<file path="config.mk">
export PLATFORM = sky130hd
export DESIGN_NAME = ssc_serial_ctrl
export DESIGN_NICKNAME = d
export VERILOG_FILES = /design/src/ssc_pkg.sv /design/src/ssc_div_stage.sv /design/src/ssc_serial_ctrl.sv /design/src/ssc_sync.sv
export SDC_FILE = /design/constraint.sdc
export NUM_CORES = 2
export LEC_CHECK = 0
export BUFFER_PORTS_ARGS = -buffer_cell sky130_fd_sc_hd__buf_4
export CORE_MARGIN = 2
export CORE_UTILIZATION = 55
export CTS_BUF_LIST = sky130_fd_sc_hd__clkbuf_4 sky130_fd_sc_hd__clkbuf_8
export CTS_CLUSTER_DIAMETER = 150
export DETAILED_ROUTE_END_ITERATION = 12
export GPL_TIMING_DRIVEN = 0
export PLACE_DENSITY = 0.69
export RECOVER_POWER = 100
export SLEW_MARGIN = 0
export SYNTH_ARGS = -nofsm -noshare
export SYNTH_HDL_FRONTEND = slang
export SYNTH_HIERARCHICAL = 1
export SYNTH_SLANG_ARGS = --single-unit
</file>
<file path="constraint.sdc">
create_clock -name ref_clk -period 7.6 [get_ports ref_clk]
set_input_delay 0.76 -clock ref_clk [delete_from_list [all_inputs] [get_ports ref_clk]]
set_output_delay 0.76 -clock ref_clk [all_outputs]
set_load 0.005 [all_outputs]
</file>
<file path="src/ssc_pkg.sv">
// constants shared by the synthesizer serial control block
// assumes a single 100 MHz ref_clk domain; serial pins arrive unsynchronised
package ssc_pkg;

  // serial frame layout
  localparam int FRAME_BITS    = 24;
  localparam int ADDR_BITS     = 7;
  localparam int DATA_BITS     = 16;
  localparam int RW_POS        = 23;
  localparam int ADDR_MSB      = 22;
  localparam int ADDR_LSB      = 16;
  localparam int READ_LOAD_CNT = 7;   // count before the 8th rising edge
  localparam int CNT_BITS      = 5;

  // register addresses
  localparam logic [6:0] REG_CTRL      = 7'h00;
  localparam logic [6:0] REG_CHDIV     = 7'h23;
  localparam logic [6:0] REG_MODE      = 7'h24;
  localparam logic [6:0] REG_N_INT     = 7'h26;
  localparam logic [6:0] REG_DEN_LO    = 7'h28;
  localparam logic [6:0] REG_DEN_HI    = 7'h29;
  localparam logic [6:0] REG_SEED_LO   = 7'h2a;
  localparam logic [6:0] REG_SEED_HI   = 7'h2b;
  localparam logic [6:0] REG_NUM_LO    = 7'h2c;
  localparam logic [6:0] REG_NUM_HI    = 7'h2d;
  localparam logic [6:0] REG_OUTPUT    = 7'h2e;

  // control register fields
  localparam int CTRL_PWRDN_POS = 0;
  localparam int CTRL_RESET_POS = 1;
  localparam int CTRL_MUXSEL_POS = 2;
  localparam int CTRL_FCAL_POS  = 3;
  localparam int CTRL_LDEN_POS  = 13;
  localparam logic [15:0] CTRL_DEFAULT = 16'h0200;

  // channel divider register fields
  localparam int CHDIV_S1_LSB  = 0;
  localparam int CHDIV_S2_LSB  = 2;
  localparam int CHDIV_S3_LSB  = 5;
  localparam int CHDIV_SEL_LSB = 8;
  localparam int CHAN_DIV_MASTER_ENABLE_POS  = 10;
  localparam int CHDIV_S1_EN   = 11;
  localparam int CHDIV_S2_EN   = 12;
  localparam int CHDIV_S3_EN   = 13;
  localparam int CHDIV_DA_EN   = 14;
  localparam int CHDIV_D_EN    = 15;

  // stage selector codes
  localparam logic [1:0] SEL_ONE       = 2'h0;
  localparam logic [1:0] SEL_ONE_TWO   = 2'h1;

  // mode register fields
  localparam int MODE_PRE_POS  = 0;   // 0: prescaler 2, 1: prescaler 4
  localparam int MODE_FRAC_POS = 1;
  localparam logic [2:0] PRE_TWO  = 3'h2;
  localparam logic [2:0] PRE_FOUR = 3'h4;

  // integer divider field
  localparam int N_INT_LSB = 1;
  localparam int N_INT_BITS = 12;

  // output register fields
  localparam int OUT_A_SEL_POS = 0;
  localparam int OUT_B_SEL_POS = 1;
  localparam int OUT_A_POW_LSB = 2;
  localparam int OUT_B_POW_LSB = 8;
  localparam int POW_BITS      = 6;

  localparam logic [8:0] PHASE_FULL_TURN = 9'h168;   // 360 degrees

endpackage

</file>
<file path="src/ssc_div_stage.sv">
// one channel divider stage: ratio decode and power gating
// assumes codes come from the serial register file
`timescale 1ns/1ps
module ssc_div_stage #(
  parameter bit FIRST = 1'b0
) (
  input  wire logic [2:0] code,     // ratio code
  input  wire logic       master,   // whole divider enabled
  input  wire logic       enable,   // this stage enabled
  input  wire logic       included, // stage is in the signal path
  output logic      [3:0] ratio,    // effective division of this stage
  output logic            powered   // stage powered up
);

  logic [3:0] raw;

  always_comb
  begin
    raw = 4'h1;
    if (FIRST)
      raw = code[0] ? 4'h3 : 4'h2;
    else
    begin
      unique case (code)
        3'h0:    raw = 4'h1;
        3'h1:    raw = 4'h2;
        3'h2:    raw = 4'h4;
        3'h3:    raw = 4'h6;
        3'h4:    raw = 4'h8;
        default: raw = 4'h1;
      endcase
    end
  end

  assign powered = master & enable & included;
  assign ratio   = included ? raw : 4'h1;

endmodule

</file>
<file path="src/ssc_serial_ctrl.sv">
// serial programming and control logic of a frequency synthesizer
// assumes all pin inputs are asynchronous to ref_clk and sclk runs
// well below a quarter of the ref_clk rate
`timescale 1ns/1ps

module ssc_serial_ctrl #(
  parameter int DEPTH = 128
) (
  input  wire logic        ref_clk,                // system clock, 100 MHz
  input  wire logic        rst,                    // sync reset, active high
  input  wire logic        sclk,                   // serial clock pin
  input  wire logic        sdi,                    // serial data pin
  input  wire logic        chip_select_n,          // frame select, active low
  input  wire logic        chip_enable,            // chip enable pin
  input  wire logic        pll_locked,             // lock status from loop
  output logic             mux_output_pin,         // lock or readback
  output logic             freq_cal_trigger,       // calibration start pulse
  output logic             power_down,             // device powered down
  output logic             phase_shift_pulse,      // seed phase step pulse
  output logic      [43:0] phase_shift_num,        // 360*seed*prescaler
  output logic      [39:0] phase_shift_den,        // denominator*division
  output logic      [3:0]  chan_div_stage_one,     // stage one ratio
  output logic      [3:0]  chan_div_stage_two,     // stage two ratio
  output logic      [3:0]  chan_div_stage_three,   // stage three ratio
  output logic      [7:0]  chan_div_total,         // total division
  output logic             chan_div_master_enable, // divider powered
  output logic      [2:0]  stage_power,            // per stage power
  output logic             dist_buffer_a_enable,   // distribution buffer A
  output logic             dist_buffer_enable,     // distribution buffer
  output logic             out_a_divided,          // A takes divider output
  output logic             out_b_divided,          // B takes divider output
  output logic      [5:0]  out_a_power_level,      // output A drive
  output logic      [5:0]  out_b_power_level,      // output B drive
  output logic      [11:0] n_divider,              // integer N divider
  output logic      [31:0] frac_numerator,         // fractional numerator
  output logic      [31:0] frac_denominator        // fractional denominator
);

  if (DEPTH < 64 || DEPTH > 128)
    $error("DEPTH must lie between 64 and 128");

  ////////////////////////////////////////////////////////////////////////////
  // pin synchronisation and edge detection

  logic [4:0] pins_sync;
  logic       sclk_s;
  logic       sdi_s;
  logic       csn_s;
  logic       ce_s;
  logic       cs_s;
  logic       pd_req_s;
  logic       lock_s;
  logic       sclk_d_reg;
  logic       csn_d_reg;
  logic       sclk_rise;
  logic       sclk_fall;
  logic       cs_rise;

  ssc_sync #(
    .WIDTH (5)
  ) u_sync (
    .clk      (ref_clk),
    .rst      (rst),
    .async_in ({pll_locked, ~chip_enable, ~chip_select_n, sdi, sclk}),
    .sync_out (pins_sync)
  );

  assign {lock_s, pd_req_s, cs_s, sdi_s, sclk_s} = pins_sync;
  assign csn_s = ~cs_s;
  assign ce_s  = ~pd_req_s;

  always_ff @(posedge ref_clk)
  begin
    if (rst)
    begin
      sclk_d_reg <= 1'b0;
      csn_d_reg  <= 1'b1;
    end
    else
    begin
      sclk_d_reg <= sclk_s;
      csn_d_reg  <= csn_s;
    end
  end

  assign sclk_rise = sclk_s & ~sclk_d_reg & ~csn_s;
  assign sclk_fall = ~sclk_s & sclk_d_reg & ~csn_s;
  assign cs_rise   = csn_s & ~csn_d_reg;

  ////////////////////////////////////////////////////////////////////////////
  // frame shift register

  logic [ssc_pkg::FRAME_BITS-1:0] shift_reg;
  logic [ssc_pkg::CNT_BITS-1:0]   bit_cnt_reg;
  logic                           frame_ok;
  logic                           wr_frame;
  logic [ssc_pkg::ADDR_BITS-1:0]  wr_addr;
  logic [ssc_pkg::DATA_BITS-1:0]  wr_data;

  always_ff @(posedge ref_clk)
  begin
    if (rst)
    begin
      shift_reg   <= '0;
      bit_cnt_reg <= '0;
    end
    else if (csn_s & csn_d_reg)
      bit_cnt_reg <= '0;
    else if (sclk_rise)
    begin
      shift_reg <= {shift_reg[ssc_pkg::FRAME_BITS-2:0], sdi_s};
      if (bit_cnt_reg != ssc_pkg::CNT_BITS'(ssc_pkg::FRAME_BITS + 1))
        bit_cnt_reg <= bit_cnt_reg + 1'b1;
    end
  end

  // exactly 24 bits must have arrived, otherwise the frame is dropped
  assign frame_ok = cs_rise &&
    bit_cnt_reg == ssc_pkg::CNT_BITS'(ssc_pkg::FRAME_BITS);
  assign wr_frame = frame_ok & ~shift_reg[ssc_pkg::RW_POS];
  assign wr_addr  = shift_reg[ssc_pkg::ADDR_MSB:ssc_pkg::ADDR_LSB];
  assign wr_data  = shift_reg[ssc_pkg::DATA_BITS-1:0];

  ////////////////////////////////////////////////////////////////////////////
  // register file

  logic [ssc_pkg::DATA_BITS-1:0] regs [DEPTH];
  logic                          soft_reset;

  assign soft_reset = wr_frame && wr_addr == ssc_pkg::REG_CTRL &&
                      wr_data[ssc_pkg::CTRL_RESET_POS];

  always_ff @(posedge ref_clk)
  begin
    if (rst || soft_reset)
    begin
      for (int i = 0; i < DEPTH; i++)
        regs[i] <= '0;
      regs[ssc_pkg::REG_CTRL] <= ssc_pkg::CTRL_DEFAULT;
    end
    else if (wr_frame)
      regs[wr_addr] <= wr_data;
  end

  logic [15:0] ctrl;
  logic [15:0] chdiv;
  logic [15:0] mode;
  logic [15:0] outcfg;
  logic [31:0] seed;
  logic [31:0] den;

  assign ctrl   = regs[ssc_pkg::REG_CTRL];
  assign chdiv  = regs[ssc_pkg::REG_CHDIV];
  assign mode   = regs[ssc_pkg::REG_MODE];
  assign outcfg = regs[ssc_pkg::REG_OUTPUT];
  assign seed   = {regs[ssc_pkg::REG_SEED_HI], regs[ssc_pkg::REG_SEED_LO]};
  assign den    = {regs[ssc_pkg::REG_DEN_HI], regs[ssc_pkg::REG_DEN_LO]};

  ////////////////////////////////////////////////////////////////////////////
  // readback shifter

  logic [15:0] rd_shift_reg;
  logic        rd_active_reg;
  logic        rd_bit_reg;
  logic [6:0]  rd_addr;

  assign rd_addr = {shift_reg[5:0], sdi_s};

  always_ff @(posedge ref_clk)
  begin
    if (rst || csn_s)
    begin
      rd_shift_reg  <= '0;
      rd_active_reg <= 1'b0;
      rd_bit_reg    <= 1'b0;
    end
    else if (sclk_rise &&
             bit_cnt_reg == ssc_pkg::CNT_BITS'(ssc_pkg::READ_LOAD_CNT))
    begin
      rd_active_reg <= shift_reg[6];
      rd_shift_reg  <= (int'(rd_addr) < DEPTH) ? regs[rd_addr] : '0;
    end
    else if (sclk_fall && rd_active_reg)
    begin
      rd_bit_reg   <= rd_shift_reg[15];
      rd_shift_reg <= {rd_shift_reg[14:0], 1'b0};
    end
  end

  ////////////////////////////////////////////////////////////////////////////
  // power down, calibration and multiplexed pin

  logic pd_now;

  assign pd_now = ~ce_s | ctrl[ssc_pkg::CTRL_PWRDN_POS];

  always_ff @(posedge ref_clk)
  begin
    if (rst)
    begin
      power_down       <= 1'b0;
      freq_cal_trigger <= 1'b0;
    end
    else
    begin
      power_down       <= pd_now;
      freq_cal_trigger <= wr_frame && wr_addr == ssc_pkg::REG_CTRL &&
                          wr_data[ssc_pkg::CTRL_FCAL_POS] &&
                          !wr_data[ssc_pkg::CTRL_RESET_POS] && !pd_now;
    end
  end

  always_ff @(posedge ref_clk)
  begin
    if (rst)
      mux_output_pin <= 1'b0;
    else if (ctrl[ssc_pkg::CTRL_MUXSEL_POS])
      mux_output_pin <= ctrl[ssc_pkg::CTRL_LDEN_POS] & lock_s;
    else
      mux_output_pin <= rd_active_reg & rd_bit_reg;
  end

  ////////////////////////////////////////////////////////////////////////////
  // channel divider and outputs

  logic [3:0] ratio [3];
  logic [2:0] powered;
  logic [2:0] included;
  logic [2:0] stage_en;
  logic [2:0] code [3];
  logic [1:0] sel;

  assign sel         = chdiv[ssc_pkg::CHDIV_SEL_LSB +: 2];
  assign included[0] = 1'b1;
  assign included[1] = sel != ssc_pkg::SEL_ONE;
  assign included[2] = sel != ssc_pkg::SEL_ONE && sel != ssc_pkg::SEL_ONE_TWO;
  assign stage_en    = {chdiv[ssc_pkg::CHDIV_S3_EN], chdiv[ssc_pkg::CHDIV_S2_EN],
                        chdiv[ssc_pkg::CHDIV_S1_EN]};
  assign code[0]     = {2'h0, chdiv[ssc_pkg::CHDIV_S1_LSB]};
  assign code[1]     = chdiv[ssc_pkg::CHDIV_S2_LSB +: 3];
  assign code[2]     = chdiv[ssc_pkg::CHDIV_S3_LSB +: 3];

  for (genvar g = 0; g < 3; g++)
  begin : g_stage
    ssc_div_stage #(
      .FIRST (g == 0)
    ) u_stage (
      .code     (code[g]),
      .master   (chdiv[ssc_pkg::CHAN_DIV_MASTER_ENABLE_POS]),
      .enable   (stage_en[g]),
      .included (included[g]),
      .ratio    (ratio[g]),
      .powered  (powered[g])
    );
  end

  logic [7:0] total;

  assign total = 8'(ratio[0]) * 8'(ratio[1]) * 8'(ratio[2]);

  always_ff @(posedge ref_clk)
  begin
    if (rst)
    begin
      chan_div_stage_one     <= 4'h2;
      chan_div_stage_two     <= 4'h1;
      chan_div_stage_three   <= 4'h1;
      chan_div_total         <= 8'h02;
      chan_div_master_enable <= 1'b0;
      stage_power            <= 3'h0;
      dist_buffer_a_enable   <= 1'b0;
      dist_buffer_enable     <= 1'b0;
      out_a_divided          <= 1'b0;
      out_b_divided          <= 1'b0;
      out_a_power_level      <= 6'h00;
      out_b_power_level      <= 6'h00;
      n_divider              <= 12'h000;
      frac_numerator         <= 32'h0;
      frac_denominator       <= 32'h0;
    end
    else
    begin
      chan_div_stage_one     <= ratio[0];
      chan_div_stage_two     <= ratio[1];
      chan_div_stage_three   <= ratio[2];
      chan_div_total         <= total;
      chan_div_master_enable <= chdiv[ssc_pkg::CHAN_DIV_MASTER_ENABLE_POS];
      stage_power            <= powered;
      dist_buffer_a_enable   <= chdiv[ssc_pkg::CHDIV_DA_EN];
      dist_buffer_enable     <= chdiv[ssc_pkg::CHDIV_D_EN];
      out_a_divided          <= outcfg[ssc_pkg::OUT_A_SEL_POS];
      out_b_divided          <= outcfg[ssc_pkg::OUT_B_SEL_POS];
      out_a_power_level <= outcfg[ssc_pkg::OUT_A_POW_LSB +: ssc_pkg::POW_BITS];
      out_b_power_level <= outcfg[ssc_pkg::OUT_B_POW_LSB +: ssc_pkg::POW_BITS];
      n_divider <= regs[ssc_pkg::REG_N_INT][ssc_pkg::N_INT_LSB +: ssc_pkg::N_INT_BITS];
      frac_numerator   <= {regs[ssc_pkg::REG_NUM_HI], regs[ssc_pkg::REG_NUM_LO]};
      frac_denominator <= den;
    end
  end

  ////////////////////////////////////////////////////////////////////////////
  // phase adjust: step terms follow the seed, pulse marks each seed write made in fractional mode

  logic [2:0] pre;
  logic       seed_wr_reg;

  assign pre = mode[ssc_pkg::MODE_PRE_POS] ? ssc_pkg::PRE_FOUR
                                           : ssc_pkg::PRE_TWO;

  always_ff @(posedge ref_clk)
  begin
    if (rst)
    begin
      seed_wr_reg       <= 1'b0;
      phase_shift_pulse <= 1'b0;
      phase_shift_num   <= 44'h0;
      phase_shift_den   <= 40'h0;
    end
    else
    begin
      seed_wr_reg <= wr_frame && !soft_reset &&
                     mode[ssc_pkg::MODE_FRAC_POS] &&
                     (wr_addr == ssc_pkg::REG_SEED_LO ||
                      wr_addr == ssc_pkg::REG_SEED_HI);
      phase_shift_pulse <= seed_wr_reg;
      phase_shift_num   <= 44'(44'(seed) * 44'(pre) *
                               44'(ssc_pkg::PHASE_FULL_TURN));
      phase_shift_den   <= 40'(40'(den) * 40'(chan_div_total));
    end
  end

endmodule

</file>
<file path="src/ssc_sync.sv">
// two flip-flop synchroniser for a group of independent level inputs
// assumes each bit changes slowly relative to clk
`timescale 1ns/1ps
module ssc_sync #(
  parameter int WIDTH = 1
) (
  input  wire logic             clk,     // sampling clock
  input  wire logic             rst,     // synchronous reset, active high
  input  wire logic [WIDTH-1:0] async_in, // unsynchronised levels
  output logic      [WIDTH-1:0] sync_out  // levels in clk domain
);

  logic [WIDTH-1:0] meta_reg;

  always_ff @(posedge clk)
  begin
    if (rst)
    begin
      meta_reg <= '0;
      sync_out <= '0;
    end
    else
    begin
      meta_reg <= async_in;
      sync_out <= meta_reg;
    end
  end

endmodule

</file>
==> impl_metrics.py <==
metrics = {
    "placed_design": {
        "dpl.hpwl_um": 312000,
        "routabilityCongestion": 1.05,
        "dp_slack_ns": -0.351,
        "portBuffers": 206,
    },
    "worst_setup_path": {
        "rrSetupSlack_ns": -0.38,
        "cp_max_fo": 10,
        "start_kind": "flop",
        "crit_required_ns": 8.49,
        "reg2reg_depth": 10,
        "crit_type": "flop to flop",
        "arrival_ns": 8.87,
        "end_kind": "flop",
        "rr_startpoint": "shift_reg[19]",
        "r2r-end": "regs[7][7]",
    },
    "power": {
        "p_seq_share_pct": 44.1,
        "pwr-share-clk_pct": 34.6,
        "p_sw_uw": 9670,
        "p_int_uw": 23200,
        "p_leak_uw": 0.0476,
        "power_uw": 32800,
        "ir_drop_mv": 0.324,
        "power_frac_comb_pct": 21.3,
        "power_density_mw_per_mm2": 250,
        "p_sw_share_pct": 29.4,
    },
    "floorplan": {
        "dieArea_mm2": 0.214,
        "start_util_pct": 55.3,
        "rows": 168,
        "core_region_area_mm2": 0.209,
        "die_w_um": 463,
        "die_h_um": 463,
        "ios": 211,
    },
    "run_status": {
        "status": "finished with violations",
        "violations": "max-capacitance violations, max-slew violations, negative setup slack",
    },
    "detailed_routing": {
        "wirelength_um": 436000,
        "avgViaCountPerCell": 6.51,
        "vias": 79335,
        "drc_errors": 0,
        "wire_per_inst_um": 35.8,
        "drt-initial-drc-count": 13140,
        "dr.pass1.iters": 7,
        "final_antenna_net_count": 0,
    },
    "grt": {
        "antenna_found_initial": 74,
        "grt_pass1_vias": 77264,
        "track_usage_pct": 40.5,
        "grt_pass1_wl_um": 595000,
        "grt_max_degree": 17,
        "grt_overflow": 0,
    },
    "layout": {
        "regMostFlops": "regs",
        "mostFrequentLayoutCells": "edfxtp_1, and2_1, mux4_2",
        "drive_gt1_share_pct": 20.5,
        "finalNetCount": 9475,
        "area_delta_synth_final_pct": 13.3,
        "final_common_cell": "edfxtp_1",
        "largest_reg_flops": 2048,
        "top_regs": "regs x2048, phase_shift_den x40, phase_shift_num x40",
    },
    "timing": {
        "rsz0062_at_grt": "true",
        "setup_viol": 115,
        "skew_ns": 0.0899,
        "period_minus_slack_ns": 7.98,
        "fin_crit_sh_pct": 105,
        "fin_tns_setup_ns": -16.68,
        "fin_ws_ns": -0.379,
        "hold_viol_final": 0,
        "slew_viol_final": 280,
        "fmax_mhz": 125,
        "maxSlewHeadroom_pct": -21.1,
        "worst_slew_pin_slew_ns": 1.82,
    },
    "logic_synthesis": {
        "ys_seq_elements": 2308,
        "yosys_warnings": 6,
        "synth_ff_type": "edfxtp_1",
        "synth_area_mm2": 0.116,
        "ys_types": 79,
        "postSynthCellCount": 8251,
        "async_reset_ff_share_pct": 0,
        "synth_edf_count": 2048,
        "ys_seq_area_share_pct": 57.6,
        "avgSynthCellArea_um2": 14.0,
    },
    "clocking": {
        "numCtsBuffers": 392,
        "htreeDepth": 5,
        "cts_root_buf": "clkbuf_8",
        "clkSinkCount": 2308,
        "clk_pin_slew_worst_paths_ns": 0.06,
        "clockBufferDepth": 4,
        "cts_tree": "done",
        "worstSkewPairLatency_ns": 1.17,
    },
    "flow_run": {
        "drv_cap": 27,
    },
    "worst_hold_path": {
        "holdPathStages": 1,
        "hold_end": "u_sync/sync_out[3]",
        "min_path_type": "flop to flop",
        "min_from": "u_sync/meta_reg[3]",
    },
}
worst max-delay path: stages, from the launching register on:
cell and delay [ns]:
dfxtp_1 0.36, nor2_1 0.53, nand2_1 0.60, nor4_2 0.99, a211oi_2 0.48, nand2_1 0.68, buf_2 0.79, clkbuf_1 1.13
clkbuf_1 1.24, o21ai_2 0.49, buf_8 0.33
power by group through the flow:
stage	Combinational (µW)	Clock, µW	Sequential (µW)
finish	7000	11400	14500
global route	7720	11800	14500
CTS	6970	11300	14500
detailed placement	6910	0	14700
global placement	6770	0	14800
floorplan	4840	0	14700
repair_timing:
action,4_1_cts,5_1_grt
resized for setup,4,5
hold endpoints to repair,10,0
hold buffers,9,0
setup endpoints to repair,6,8
setup buffers,0,2
cloned,0,0
cells by family (layout without fill, tap and decap cells):
logic type | after synthesis | count (layout) | synth area share (%)
xor+xnor | 88 | 88 | 0.677
other cells | 3 | 112 | 0.00972
simple gates | 3113 | 3113 | 15.4
flops | 2308 | 2308 | 57.6
mux | 713 | 713 | 13.5
compound gates | 528 | 528 | 2.79
fa+ha+maj | 447 | 447 | 6.44
buf+inv | 1051 | 2070 | 3.58
how the worst max path moves through the flow:
stage	depth (start not counted)	slack (ns)	to	start
3_3_place_gp	7	-0.97	regs[5][6]	rst
3_5_place_dp	26	-0.35	phase_shift_num[43]	regs[36][0]
6_report	10	-0.38	regs[7][7]	shift_reg[19]
4_1_cts	25	0.03	phase_shift_num[43]	regs[36][0]
5_1_grt	26	-0.05	phase_shift_num[43]	regs[36][0]
2_1_floorplan	26	1.11	phase_shift_num[43]	regs[36][0]
area by class of cell:
type | count | area [µm²]
antenna | 72 | 180
buffer | 740 | 3090
clock buffer | 541 | 6640
clock inverter | 139 | 995
fill | 15937 | 78100
inverter | 310 | 1160
multi-input combinational | 4929 | 45500
sequential | 2308 | 66700
tap | 2805 | 3510
timing repair buffer | 340 | 3440
cells in the mapped netlist, types with 5 or more instances:
library cell  instances  area (µm²)
a41oi_1               5        43.8
a21oi_1             147         736
nand3_1              41         205
edfxtp_1           2048       61500
a31oi_1              13        81.3
o21ai_0             154         771
or3_1                 7        43.8
o211ai_1              7        52.6
o21bai_1             16         120
nand2b_1             24         150
nor3b_1               6        45.0
clkbuf_1            632        2370
o31a_1                5        43.8
fa_1                249        4980
a22oi_1              14         105
a211o_1               7        61.3
xor2_1               40         350
nor2b_1             155         970
mux2_2               38         428
o21ai_1              18        90.1
buf_6                14         158
inv_1               310        1160
nor2_1              254         953
buf_4                 8        60.1
dfxtp_1             260        5200
or2_2                13        81.3
buf_1                32         120
ha_1                198        2480
a211oi_1             10        75.1
a21o_1               60         450
nor3_1              144         721
o21a_1               27         203
nand2_1             325        1220
buf_2                55         275
nand4_1              16         100
and2_1             1808       11300
xnor2_1              47         412
and3_1              291        1820
mux4_2              672       15100
per-stage QoR:
| step | area, µm² | cells | util (%) | hold slack, ns |
|---|---|---|---|---|
| floorplan | 116000 | 8288 | - | 0.414 |
| global placement | 121000 | 11299 | 57.8 | 0.422 |
| detailed placement | 123000 | 11421 | 59.0 | 0.430 |
| CTS | 131000 | 12109 | 62.6 | 0.369 |
| global route | 131000 | 12129 | 62.6 | 0.459 |
| finish | 131000 | 12184 | 62.7 | 0.443 |
routing by layer:
metal	vias to the layer above	share of wire, %	GRT usage (%)
met1	39556	32	47.5
met2	6682	43	59.0
met4	64	8.8	29.2
met5	-	0.23	1.29
met3	1720	16	18.5
li1	31313	-	-
Note: power is estimated with default switching activity, not from simulation.
